$ cat src/core/ipf_pkg.sv
`default_nettype none

package ipf_pkg;

    localparam int IPF_DW   = 16;
    localparam int IPF_AW   = 4;
    localparam int IPF_NREG = 4;
    localparam int IPF_NSRC = 26;
    localparam int IPF_NLVL = 4;
    localparam int IPF_IW   = 5;

    // word offsets inside the controller's register block
    localparam logic [IPF_AW-1:0] IPF_OFS_LEVELS_ZERO  = 4'h0;
    localparam logic [IPF_AW-1:0] IPF_OFS_LEVELS_ONE   = 4'h1;
    localparam logic [IPF_AW-1:0] IPF_OFS_LEVELS_TWO   = 4'h2;
    localparam logic [IPF_AW-1:0] IPF_OFS_LEVELS_THREE = 4'h3;
    localparam logic [IPF_AW-1:0] IPF_OFS [IPF_NREG] = '{
        IPF_OFS_LEVELS_ZERO, IPF_OFS_LEVELS_ONE,
        IPF_OFS_LEVELS_TWO,  IPF_OFS_LEVELS_THREE};

    // implemented bits per register; the rest are reserved and read zero
    localparam logic [IPF_DW-1:0] IPF_WMASK [IPF_NREG] = '{
        16'hC3FF, 16'hFCFF, 16'hF3FF, 16'hFFF0};
    localparam logic [IPF_DW-1:0] IPF_RST_LEVELS = 16'h0000;
    localparam logic [IPF_DW-1:0] IPF_RD_UNMAPPED = 16'h0000;
    localparam logic [1:0]        IPF_CODE_OFF   = 2'h0;

    // source number: index into these tables, 0 is the most urgent
    localparam logic [1:0] IPF_SRC_REG [IPF_NSRC] = '{
        2'h0, 2'h0, 2'h0, 2'h0, 2'h0, 2'h0,
        2'h1, 2'h1, 2'h1, 2'h1, 2'h1, 2'h1, 2'h1,
        2'h2, 2'h2, 2'h2, 2'h2, 2'h2, 2'h2, 2'h2,
        2'h3, 2'h3, 2'h3, 2'h3, 2'h3, 2'h3};
    // low bit of each two-bit level field
    localparam int IPF_SRC_LSB [IPF_NSRC] = '{
        14, 8, 6, 4, 2, 0,          // low voltage, debug rx/tx/trace/bkpt/step
        14, 12, 10, 6, 4, 2, 0,     // port b/c/d, flash x3, clock loop
        14, 12, 8, 6, 4, 2, 0,      // serial x4, spi x2, port a
        14, 12, 10, 8, 6, 4};       // converter, timers 3..0, i2c address
    // debug sources use the 1..3 level encoding
    localparam logic IPF_SRC_DBG [IPF_NSRC] = '{
        1'b0, 1'b1, 1'b1, 1'b1, 1'b1, 1'b1,
        1'b0, 1'b0, 1'b0, 1'b0, 1'b0, 1'b0, 1'b0,
        1'b0, 1'b0, 1'b0, 1'b0, 1'b0, 1'b0, 1'b0,
        1'b0, 1'b0, 1'b0, 1'b0, 1'b0, 1'b0};

    localparam int IPF_SRC_LOW_VOLTAGE = 0;
    localparam int IPF_SRC_DEBUG_RX    = 1;
    localparam int IPF_SRC_CLOCK_LOOP  = 12;
    localparam int IPF_SRC_PORT_A      = 19;

    typedef struct packed {
        logic              wr;
        logic              rd;
        logic [IPF_AW-1:0] addr;
        logic [IPF_DW-1:0] wdata;
    } ipf_bus_req_t;

    typedef struct packed {
        logic              valid;
        logic [IPF_IW-1:0] src;
    } ipf_win_t;

endpackage : ipf_pkg

`default_nettype wire

$ cat src/core/ipf_priority_bank.sv
// Functional notes
// debug receive-full level sits in register zero bits 9-8, levels 1-3.
// debug transmit-empty level sits in register zero bits 7-6, levels 1-3.
// debug trace-buffer level sits in register zero bits 5-4, levels 1-3.
// debug breakpoint level sits in register zero bits 3-2, levels 1-3.
// debug step-counter level sits in register zero bits 1-0, levels 1-3.
// debug field codes: 00 off, 01 level 1, 10 level 2, 11 level 3.
// peripheral field codes: 00 off, 01 level 0, 10 level 1, 11 level 2.
// register one holds port b, c, d levels in bits 15-14, 13-12, 11-10.
// register one holds flash levels in bits 7-6, 5-4 and 3-2.
// register one bits 1-0 hold the clock loop lock/reference level.
// reserved bits read zero and ignore writes.
// register two holds serial receive full and error levels, bits 15-12.
// register two holds serial transmit idle and empty levels, bits 9-6.
// register two holds spi transmit empty and receive full, bits 5-2.
// register two bits 1-0 hold port a level, peripheral encoding.
// every level field resets to 00, so every source starts disabled.
// register three is sixteen bits, resets zero, low four bits read zero.
// at equal level the lowest active source number wins.
// register zero bits 15-14 hold low-voltage level, levels 0-2.
// a disabled source never reaches arbitration, whatever its request.
`timescale 1ns/1ns
`default_nettype none

module ipf_priority_bank
    import ipf_pkg::*;
(
    input  wire logic                        ref_clk,
    input  wire logic                        nrst,
    input  wire ipf_bus_req_t                bus_req,
    output logic     [IPF_DW-1:0]            bus_rdata_q,
    output logic                             bus_ack_q,
    input  wire logic [IPF_NSRC-1:0]         irq_req,
    output logic     [IPF_NSRC-1:0]          src_enabled_q,
    output logic     [IPF_NSRC-1:0][1:0]     src_level_q,
    output logic     [IPF_NLVL-1:0]          lvl_pending_q,
    output ipf_win_t [IPF_NLVL-1:0]          lvl_win_q
);

    logic [IPF_NREG-1:0][IPF_DW-1:0] regs_q;
    logic [IPF_NREG-1:0][IPF_DW-1:0] regs_d;
    logic [IPF_NREG-1:0]             wr_sel;
    logic                            rd_hit;
    logic [IPF_DW-1:0]               rd_data;

    logic [IPF_NSRC-1:0][1:0]        src_code;
    logic [IPF_NSRC-1:0][1:0]        src_lvl;
    logic [IPF_NSRC-1:0]             src_en;
    logic [IPF_NSRC-1:0]             src_act;
    logic [IPF_NLVL-1:0][IPF_NSRC-1:0] lvl_req;
    ipf_win_t [IPF_NLVL-1:0]         lvl_win;

    // lowest set bit; the loop runs downward so the smallest index is last
    function automatic ipf_win_t ipf_lowest(
        input logic [IPF_NSRC-1:0] v
    );
        ipf_win_t w;
        w = '0;
        for (int i = IPF_NSRC - 1; i >= 0; i--) begin
            if (v[i]) begin
                w.valid = 1'b1;
                w.src   = IPF_IW'(i);
            end
        end
        return w;
    endfunction : ipf_lowest

    // register access
    genvar r;
    generate
        for (r = 0; r < IPF_NREG; r++) begin : g_reg
            assign wr_sel[r] = bus_req.wr && (bus_req.addr == IPF_OFS[r]);
            // reserved bits are masked off, so they neither store nor read
            assign regs_d[r] = bus_req.wdata & IPF_WMASK[r];
        end
    endgenerate

    assign rd_hit  = bus_req.addr <= IPF_OFS_LEVELS_THREE;
    assign rd_data = rd_hit ? regs_q[bus_req.addr[1:0]] : IPF_RD_UNMAPPED;

    always_ff @(posedge ref_clk or negedge nrst) begin
        if (!nrst) begin
            for (int i = 0; i < IPF_NREG; i++) begin
                regs_q[i] <= IPF_RST_LEVELS;
            end
        end else begin
            for (int i = 0; i < IPF_NREG; i++) begin
                if (wr_sel[i]) begin
                    regs_q[i] <= regs_d[i];
                end
            end
        end
    end

    always_ff @(posedge ref_clk or negedge nrst) begin
        if (!nrst) begin
            bus_rdata_q <= IPF_RD_UNMAPPED;
            bus_ack_q   <= 1'b0;
        end else begin
            bus_ack_q <= bus_req.rd;
            if (bus_req.rd) begin
                bus_rdata_q <= rd_data;
            end
        end
    end

    // per-source field decode
    genvar s;
    generate
        for (s = 0; s < IPF_NSRC; s++) begin : g_src
            // field placement comes from the source table
            assign src_code[s] =
                regs_q[IPF_SRC_REG[s]][IPF_SRC_LSB[s] +: 2];
            assign src_en[s]   = src_code[s] != IPF_CODE_OFF;
            // debug codes map straight to level; peripherals sit one lower
            assign src_lvl[s]  = IPF_SRC_DBG[s] ? src_code[s]
                                                : src_code[s] - 2'h1;
            // the off code gates the request line itself
            assign src_act[s]  = src_en[s] && irq_req[s];
        end
    endgenerate

    genvar l;
    generate
        for (l = 0; l < IPF_NLVL; l++) begin : g_lvl
            for (s = 0; s < IPF_NSRC; s++) begin : g_pick
                assign lvl_req[l][s] = src_act[s] && (src_lvl[s] == 2'(l));
            end
            assign lvl_win[l] = ipf_lowest(lvl_req[l]);
        end
    endgenerate

    // outputs are registered, so arbitration sees a one-cycle delay
    always_ff @(posedge ref_clk or negedge nrst) begin
        if (!nrst) begin
            src_enabled_q <= '0;
            src_level_q   <= '0;
            lvl_pending_q <= '0;
            lvl_win_q     <= '0;
        end else begin
            src_enabled_q <= src_en;
            src_level_q   <= src_lvl;
            for (int i = 0; i < IPF_NLVL; i++) begin
                lvl_pending_q[i] <= lvl_win[i].valid;
                lvl_win_q[i]     <= lvl_win[i];
            end
        end
    end

    // checks
    logic                              wr_seen_q;
    // requests one cycle back, lined up with the registered winners
    logic [IPF_NLVL-1:0][IPF_NSRC-1:0] lvl_req_q;

    always_ff @(posedge ref_clk or negedge nrst) begin
        if (!nrst) begin
            wr_seen_q <= 1'b0;
        end else if (bus_req.wr) begin
            wr_seen_q <= 1'b1;
        end
    end

    always_ff @(posedge ref_clk or negedge nrst) begin
        if (!nrst) begin
            lvl_req_q <= '0;
        end else begin
            lvl_req_q <= lvl_req;
        end
    end

    AST_RESET_DISABLED:
    assert property (@(posedge ref_clk) disable iff (!nrst)
        !wr_seen_q |-> (regs_q == '0) && (src_enabled_q == '0))
    else $error("level field left reset value without a write");

    AST_RESERVED_ONE:
    assert property (@(posedge ref_clk) disable iff (!nrst)
        (regs_q[1][9:8] == 2'h0) && (regs_q[2][11:10] == 2'h0)
        && (regs_q[0][13:10] == 4'h0))
    else $error("reserved bits hold a nonzero value");

    AST_LOW_NIBBLE_THREE:
    assert property (@(posedge ref_clk) disable iff (!nrst)
        (bus_req.rd && bus_req.addr == IPF_OFS_LEVELS_THREE)
        |=> bus_ack_q && (bus_rdata_q[3:0] == 4'h0))
    else $error("register three low bits did not read zero");

    AST_WRITE_ZERO:
    assert property (@(posedge ref_clk) disable iff (!nrst)
        (bus_req.wr && bus_req.addr == IPF_OFS_LEVELS_ZERO)
        |=> regs_q[0] == ($past(bus_req.wdata) & 16'hC3FF))
    else $error("register zero write not stored under its mask");

    AST_WRITE_TWO:
    assert property (@(posedge ref_clk) disable iff (!nrst)
        (bus_req.wr && bus_req.addr == IPF_OFS_LEVELS_TWO)
        ##1 (bus_req.rd && bus_req.addr == IPF_OFS_LEVELS_TWO
             && !bus_req.wr)
        |=> bus_rdata_q == ($past(bus_req.wdata, 2) & 16'hF3FF))
    else $error("register two read back differs from written value");

    AST_DEBUG_LEVEL:
    assert property (@(posedge ref_clk) disable iff (!nrst)
        (regs_q[0][9:8] != 2'h0)
        |=> src_level_q[IPF_SRC_DEBUG_RX] == $past(regs_q[0][9:8]))
    else $error("debug source level is not its code");

    AST_PERIPH_LEVEL:
    assert property (@(posedge ref_clk) disable iff (!nrst)
        (regs_q[2][1:0] != 2'h0)
        |=> src_level_q[IPF_SRC_PORT_A] == $past(regs_q[2][1:0]) - 2'h1)
    else $error("peripheral source level is not code minus one");

    AST_LOW_VOLTAGE:
    assert property (@(posedge ref_clk) disable iff (!nrst)
        (regs_q[0][15:14] == 2'h3) && irq_req[IPF_SRC_LOW_VOLTAGE]
        |=> lvl_win_q[2].valid
            && (lvl_win_q[2].src == IPF_IW'(IPF_SRC_LOW_VOLTAGE)))
    else $error("low voltage source escaped its level range");

    AST_DISABLED_HIDDEN:
    assert property (@(posedge ref_clk) disable iff (!nrst)
        (regs_q[1][1:0] == 2'h0)
        |=> !src_enabled_q[IPF_SRC_CLOCK_LOOP]
            && (lvl_win_q[0].src != IPF_IW'(IPF_SRC_CLOCK_LOOP)
                || !lvl_win_q[0].valid)
            && (lvl_win_q[3].src != IPF_IW'(IPF_SRC_CLOCK_LOOP)
                || !lvl_win_q[3].valid))
    else $error("disabled clock loop source was presented");

    AST_WINNER_ENABLED:
    assert property (@(posedge ref_clk) disable iff (!nrst)
        lvl_win_q[1].valid |-> src_enabled_q[lvl_win_q[1].src])
    else $error("winner at level one is a disabled source");

    AST_LOWEST_WINS:
    assert property (@(posedge ref_clk) disable iff (!nrst)
        lvl_win_q[0].valid
        |-> lvl_req_q[0][lvl_win_q[0].src]
            && ((lvl_req_q[0]
                 & ((26'h000_0001 << lvl_win_q[0].src) - 26'h000_0001))
                == '0))
    else $error("level zero winner is not the lowest active source");

    AST_LOWEST_WINS_ONE:
    assert property (@(posedge ref_clk) disable iff (!nrst)
        lvl_win_q[1].valid
        |-> lvl_req_q[1][lvl_win_q[1].src]
            && ((lvl_req_q[1]
                 & ((26'h000_0001 << lvl_win_q[1].src) - 26'h000_0001))
                == '0))
    else $error("level one winner is not the lowest active source");

    AST_READ_ANSWER:
    assert property (@(posedge ref_clk) disable iff (!nrst)
        (bus_req.rd && bus_req.addr > IPF_OFS_LEVELS_THREE)
        |=> bus_ack_q && (bus_rdata_q == 16'h0000))
    else $error("unmapped offset did not read zero");

    AST_WRITE_ONE:
    assert property (@(posedge ref_clk) disable iff (!nrst)
        (bus_req.wr && bus_req.addr == IPF_OFS_LEVELS_ONE)
        |=> regs_q[1] == ($past(bus_req.wdata) & 16'hFCFF))
    else $error("register one write not stored under its mask");

    AST_UNMAPPED_WRITE:
    assert property (@(posedge ref_clk) disable iff (!nrst)
        (bus_req.wr && bus_req.addr > IPF_OFS_LEVELS_THREE)
        |=> regs_q == $past(regs_q))
    else $error("write to an unmapped offset changed a register");

    AST_DEBUG_TX_FIELD:
    assert property (@(posedge ref_clk) disable iff (!nrst)
        (regs_q[0][7:6] != 2'h0)
        |=> src_enabled_q[2] && (src_level_q[2] == $past(regs_q[0][7:6])))
    else $error("debug transmit level not taken from bits 7-6");

    AST_DEBUG_TRACE_FIELD:
    assert property (@(posedge ref_clk) disable iff (!nrst)
        (regs_q[0][5:4] != 2'h0)
        |=> src_enabled_q[3] && (src_level_q[3] == $past(regs_q[0][5:4])))
    else $error("debug trace level not taken from bits 5-4");

    AST_DEBUG_BREAK_FIELD:
    assert property (@(posedge ref_clk) disable iff (!nrst)
        (regs_q[0][3:2] != 2'h0)
        |=> src_enabled_q[4] && (src_level_q[4] == $past(regs_q[0][3:2])))
    else $error("debug breakpoint level not taken from bits 3-2");

    AST_DEBUG_STEP_FIELD:
    assert property (@(posedge ref_clk) disable iff (!nrst)
        (regs_q[0][1:0] != 2'h0)
        |=> src_enabled_q[5] && (src_level_q[5] == $past(regs_q[0][1:0])))
    else $error("debug step level not taken from bits 1-0");

    AST_PORT_FIELDS:
    assert property (@(posedge ref_clk) disable iff (!nrst)
        src_enabled_q[8:6] == {($past(regs_q[1][11:10]) != 2'h0),
                               ($past(regs_q[1][13:12]) != 2'h0),
                               ($past(regs_q[1][15:14]) != 2'h0)})
    else $error("port level fields misplaced in register one");

    AST_FLASH_FIELDS:
    assert property (@(posedge ref_clk) disable iff (!nrst)
        src_enabled_q[11:9] == {($past(regs_q[1][3:2]) != 2'h0),
                                ($past(regs_q[1][5:4]) != 2'h0),
                                ($past(regs_q[1][7:6]) != 2'h0)})
    else $error("flash level fields misplaced in register one");

    AST_CLOCK_LOOP_FIELD:
    assert property (@(posedge ref_clk) disable iff (!nrst)
        (regs_q[1][1:0] != 2'h0)
        |=> src_enabled_q[12]
            && (src_level_q[12] == $past(regs_q[1][1:0]) - 2'h1))
    else $error("clock loop level not taken from bits 1-0");

    AST_SERIAL_RX_FIELDS:
    assert property (@(posedge ref_clk) disable iff (!nrst)
        src_enabled_q[14:13] == {($past(regs_q[2][13:12]) != 2'h0),
                                 ($past(regs_q[2][15:14]) != 2'h0)})
    else $error("serial receive fields misplaced in register two");

    AST_SERIAL_TX_FIELDS:
    assert property (@(posedge ref_clk) disable iff (!nrst)
        src_enabled_q[16:15] == {($past(regs_q[2][7:6]) != 2'h0),
                                 ($past(regs_q[2][9:8]) != 2'h0)})
    else $error("serial transmit fields misplaced in register two");

    AST_SPI_FIELDS:
    assert property (@(posedge ref_clk) disable iff (!nrst)
        src_enabled_q[18:17] == {($past(regs_q[2][3:2]) != 2'h0),
                                 ($past(regs_q[2][5:4]) != 2'h0)})
    else $error("spi fields misplaced in register two");

    AST_THREE_FIELDS:
    assert property (@(posedge ref_clk) disable iff (!nrst)
        src_enabled_q[25:20] == {($past(regs_q[3][5:4]) != 2'h0),
                                 ($past(regs_q[3][7:6]) != 2'h0),
                                 ($past(regs_q[3][9:8]) != 2'h0),
                                 ($past(regs_q[3][11:10]) != 2'h0),
                                 ($past(regs_q[3][13:12]) != 2'h0),
                                 ($past(regs_q[3][15:14]) != 2'h0)})
    else $error("register three fields misplaced");

    AST_NO_PERIPH_LEVEL_THREE:
    assert property (@(posedge ref_clk) disable iff (!nrst)
        lvl_win_q[3].valid
        |-> lvl_win_q[3].src inside {[5'h01:5'h05]})
    else $error("a peripheral source reached level three");

endmodule : ipf_priority_bank

`default_nettype wire

$ cat config.mk
export PLATFORM = sky130hd
export DESIGN_NAME = ipf_priority_bank
export DESIGN_NICKNAME = d
export VERILOG_FILES = /design/src/core/ipf_pkg.sv /design/src/core/ipf_priority_bank.sv
export SDC_FILE = /design/constraint.sdc
export NUM_CORES = 1
export LEC_CHECK = 0
export BUFFER_PORTS_ARGS = -buffer_cell sky130_fd_sc_hd__buf_4
export CORE_ASPECT_RATIO = 0.7
export CORE_UTILIZATION = 37
export CTS_CLUSTER_SIZE = 20
export DETAILED_ROUTE_END_ITERATION = 10
export PLACE_DENSITY = 0.66
export REMOVE_ABC_BUFFERS = 1
export SLEW_MARGIN = 10
export SYNTH_ARGS = -nofsm -noshare
export SYNTH_HDL_FRONTEND = slang
export SYNTH_SLANG_ARGS = --single-unit
$ cat constraint.sdc
create_clock -name ref_clk -period 1.91 [get_ports ref_clk]
set_clock_uncertainty 0.2 [all_clocks]
set_input_delay 0.382 -clock ref_clk [delete_from_list [all_inputs] [get_ports ref_clk]]
set_output_delay 0.382 -clock ref_clk [all_outputs]
set_load 0.05 [all_outputs]
==> results.json <==
{
  "io_pins": 173,
  "p_per_area_mw_per_mm2": 1380,
  "p_clk_frac": 0.178,
  "drtPass1Iterations": 5,
  "h-tree-depth": 4,
  "fill_cells": 2031,
  "period_share": 1.26,
  "worst_pin_slew_ps": 642,
  "hpwl_um": 24400,
  "p_leak_uw": 0.00676,
  "grt_pass1_wl_um": 46600,
  "hold-path-cell-count": 2,
  "crit_path_start_kind": "flip-flop",
  "antenna_found_initial": 0,
  "cts_tree": "done",
  "ant_nets": 0,
  "num_rows": 47,
  "post-route-cell-area_mm2": 0.0137,
  "drc": 0,
  "antennaDiodeCount": 0,
  "ys.flop_type": "dfrtp_1",
  "r2r_setup_slack_ps": -500,
  "cp.arrival_ps": 2560,
  "ys_ff_latch": 171,
  "numPortBuffers": 172,
  "placed_cells": 1494,
  "drv_slew": 0,
  "first_iter_violations": 615,
  "grt.overflow.total": 0,
  "cts-buffers-inserted": 17,
  "critPathMaxFanout": 3,
  "post_drt_via_cell_ratio": 4.98,
  "final_layout_size_suffix_gt1_frac": 0.504,
  "clk_path_buf_depth": 2,
  "reg2reg_depth": 10,
  "critical_path_class": "flip-flop to flip-flop",
  "clk_pin_slew_ps": 70,
  "timing.hold.ws_ps": 24.2,
  "critPathCaptureType": "flip-flop",
  "synth_edf_count": 0,
  "die_area_mm2": 0.0247,
  "die_h_um": 132,
  "start_util": 0.377,
  "power_switching_uw": 8460,
  "yosysWarnings": 0,
  "wl_um": 31600,
  "hold_violations": 0,
  "netlist_instances": 824,
  "rsz0062_at_grt": "yes",
  "place_area_mm2": 0.0121,
  "nets": 1379,
  "status": "finished with violations",
  "syn2layout_area_growth_pct": 54.7,
  "cts_root_buffer": "clkbuf_16",
  "hold_path.class": "primary input to flip-flop",
  "final.setup.worst_slack_ps": -500,
  "grt_pass1_vias": 7751,
  "synthesis.area_mm2": 0.00889,
  "layout_min_cycle_time_ps": 2410,
  "syn_area_per_cell_um2": 10.8,
  "peakVddDrop_mv": 0.969,
  "clk-insertion-delay-late_ps": 440,
  "async_reset_ff_frac": 1.00,
  "fp.dieW_um": 187,
  "swShare": 0.445,
  "p_comb_frac": 0.548,
  "stdcell_count": 1558,
  "yosysSeqAreaShare": 0.481,
  "max_freq_mhz": 415,
  "internal_power_uw": 10500,
  "cts_sinks": 171,
  "relSlewSlack": 0.572,
  "ys_types": 59,
  "drv_cap": 0,
  "core-area_mm2": 0.0236,
  "vias": 7761,
  "place_congestion": 0.950,
  "critical_path_required_ps": 2060,
  "routedWlPerCell_um": 20.3,
  "violations": "setup timing",
  "pre_cts_ws_ps": -547,
  "setup_violations": 21,
  "grt_max_degree": 104,
  "power_frac_seq": 0.274,
  "gr-usage-all-layers": 0.257
}
[synthesized netlist by cell type, types with 7 or more instances]
cell,number,area (um2)
nor2_1,17,63.8
and2_1,7,43.8
mux2_2,40,450
and3_1,8,50.1
mux2i_1,8,80.1
ha_1,102,1280
a21oi_1,25,125
nor2b_1,15,93.8
nand3_1,29,145
nor3b_1,7,52.6
a31oi_1,12,75.1
inv_1,101,379
dfrtp_1,171,4280
buf_2,9,45.0
nand3b_1,29,218
o21ai_1,9,45.0
nand2_1,88,330
o21ai_0,31,155
o22ai_1,11,68.8
a22oi_1,9,67.6
[sequential cells by signal, indices dropped and copies added (netlist names)]
signal         count
bus_rdata_q       16
src_enabled_q     26
regs_q            52
src_level_q       52
lvl_pending_q      4
bus_ack_q          1
lvl_win_q         20
[cells by family (layout without fill, tap and decap cells)]
group           count (synthesis)  in the layout  synth area share
simple gates                  240            240             0.147
buf+inv                       124            540            0.0566
fa+ha+maj                     102            102             0.144
flops                         171            171             0.481
mux                            54             54            0.0749
compound gates                133            133            0.0967
[critical path, stage by stage, from the launching register on]
cell and delay (ps):
dfrtp_1 370, inv_2 60, ha_4 160, buf_6 110
nand3b_1 190, a222oi_1 450, buf_4 200, a221oi_2 40
o211ai_1 190, a311oi_1 150, nor3_1 200
[cell type report]
type / count / area, um2 / area share
clock buffers: 21 / 480 / 0.0349
well taps: 318 / 398 / 0.0289
clock inverters: 11 / 87.6 / 0.00637
multi-input cells: 529 / 4880 / 0.355
inverters: 102 / 385 / 0.0280
repair buffers: 406 / 3240 / 0.236
flip-flops and latches: 171 / 4280 / 0.311
[placed cells by master, fill, tap and decap left out, types with 5 or more instances in the layout]
master	count
a31oi_1	7
a21oi_1	14
ha_2	6
nor2_1	15
inv_1	78
clkbuf_16	17
ha_4	19
and3_1	5
buf_6	20
nand2_2	11
a22oi_2	5
o21ai_1	10
buf_4	368
a22oi_1	5
mux4_2	6
dfrtp_1	171
and2_1	5
nand3b_1	29
ha_1	77
nor2b_1	9
mux2i_1	8
inv_2	22
buf_12	7
nor2b_4	7
o22ai_1	11
o21ai_2	6
nand4_1	6
o21ai_0	24
dlygate4sd3_1	11
nand2_1	73
a21oi_2	11
mux2_2	40
nand3_1	25
or2_2	5
[power by group through the flow]
stage | Clock, uW | Combinational (uW) | Sequential (uW)
6_report | 3380 | 10400 | 5220
5_1_grt | 3580 | 10900 | 5300
4_1_cts | 3440 | 9980 | 5190
3_5_place_dp | 0 | 9220 | 5240
3_3_place_gp | 0 | 9160 | 5230
2_1_floorplan | 0 | 2260 | 8050
[repair_timing]
item,CTS,global route
pin swaps,50,47
endpoints found under the hold margin,186,0
hold buffers,11,0
setup endpoints to repair,24,24
gates resized for setup,132,74
buffers inserted,15,16
[path summary, 6_finish.rpt]
| kind | from | endpoint |
|---|---|---|
| max in group asynchronous | nrst | lvl_win_q[4] |
| setup reg to reg | regs_q[59] | lvl_win_q[7] |
| min in group asynchronous | nrst | src_enabled_q[18] |
| hold / removal | bus_req[1] | regs_q[17] |
| setup / recovery | regs_q[59] | lvl_win_q[7] |
| hold reg to reg | regs_q[14] | src_level_q[0] |
[per-layer routing]
layer | wire length (um) | global-route usage
met1 | 14900 | 0.380
met2 | 13600 | 0.379
met3 | 2610 | 0.0630
met4 | 416 | 0.0542
met5 | 0 | 0
[metrics by stage]
step	power, uW	TNS, ps	util
after global routing	19800	-4370	0.583
after floorplan	10300	-3320	-
after detailed placement	14500	-7400	0.512
after global placement	14400	-6790	0.512
final	19000	-2860	0.583
after CTS	18600	-3320	0.568
No activity file was read; power rests on OpenSTA's default activity.
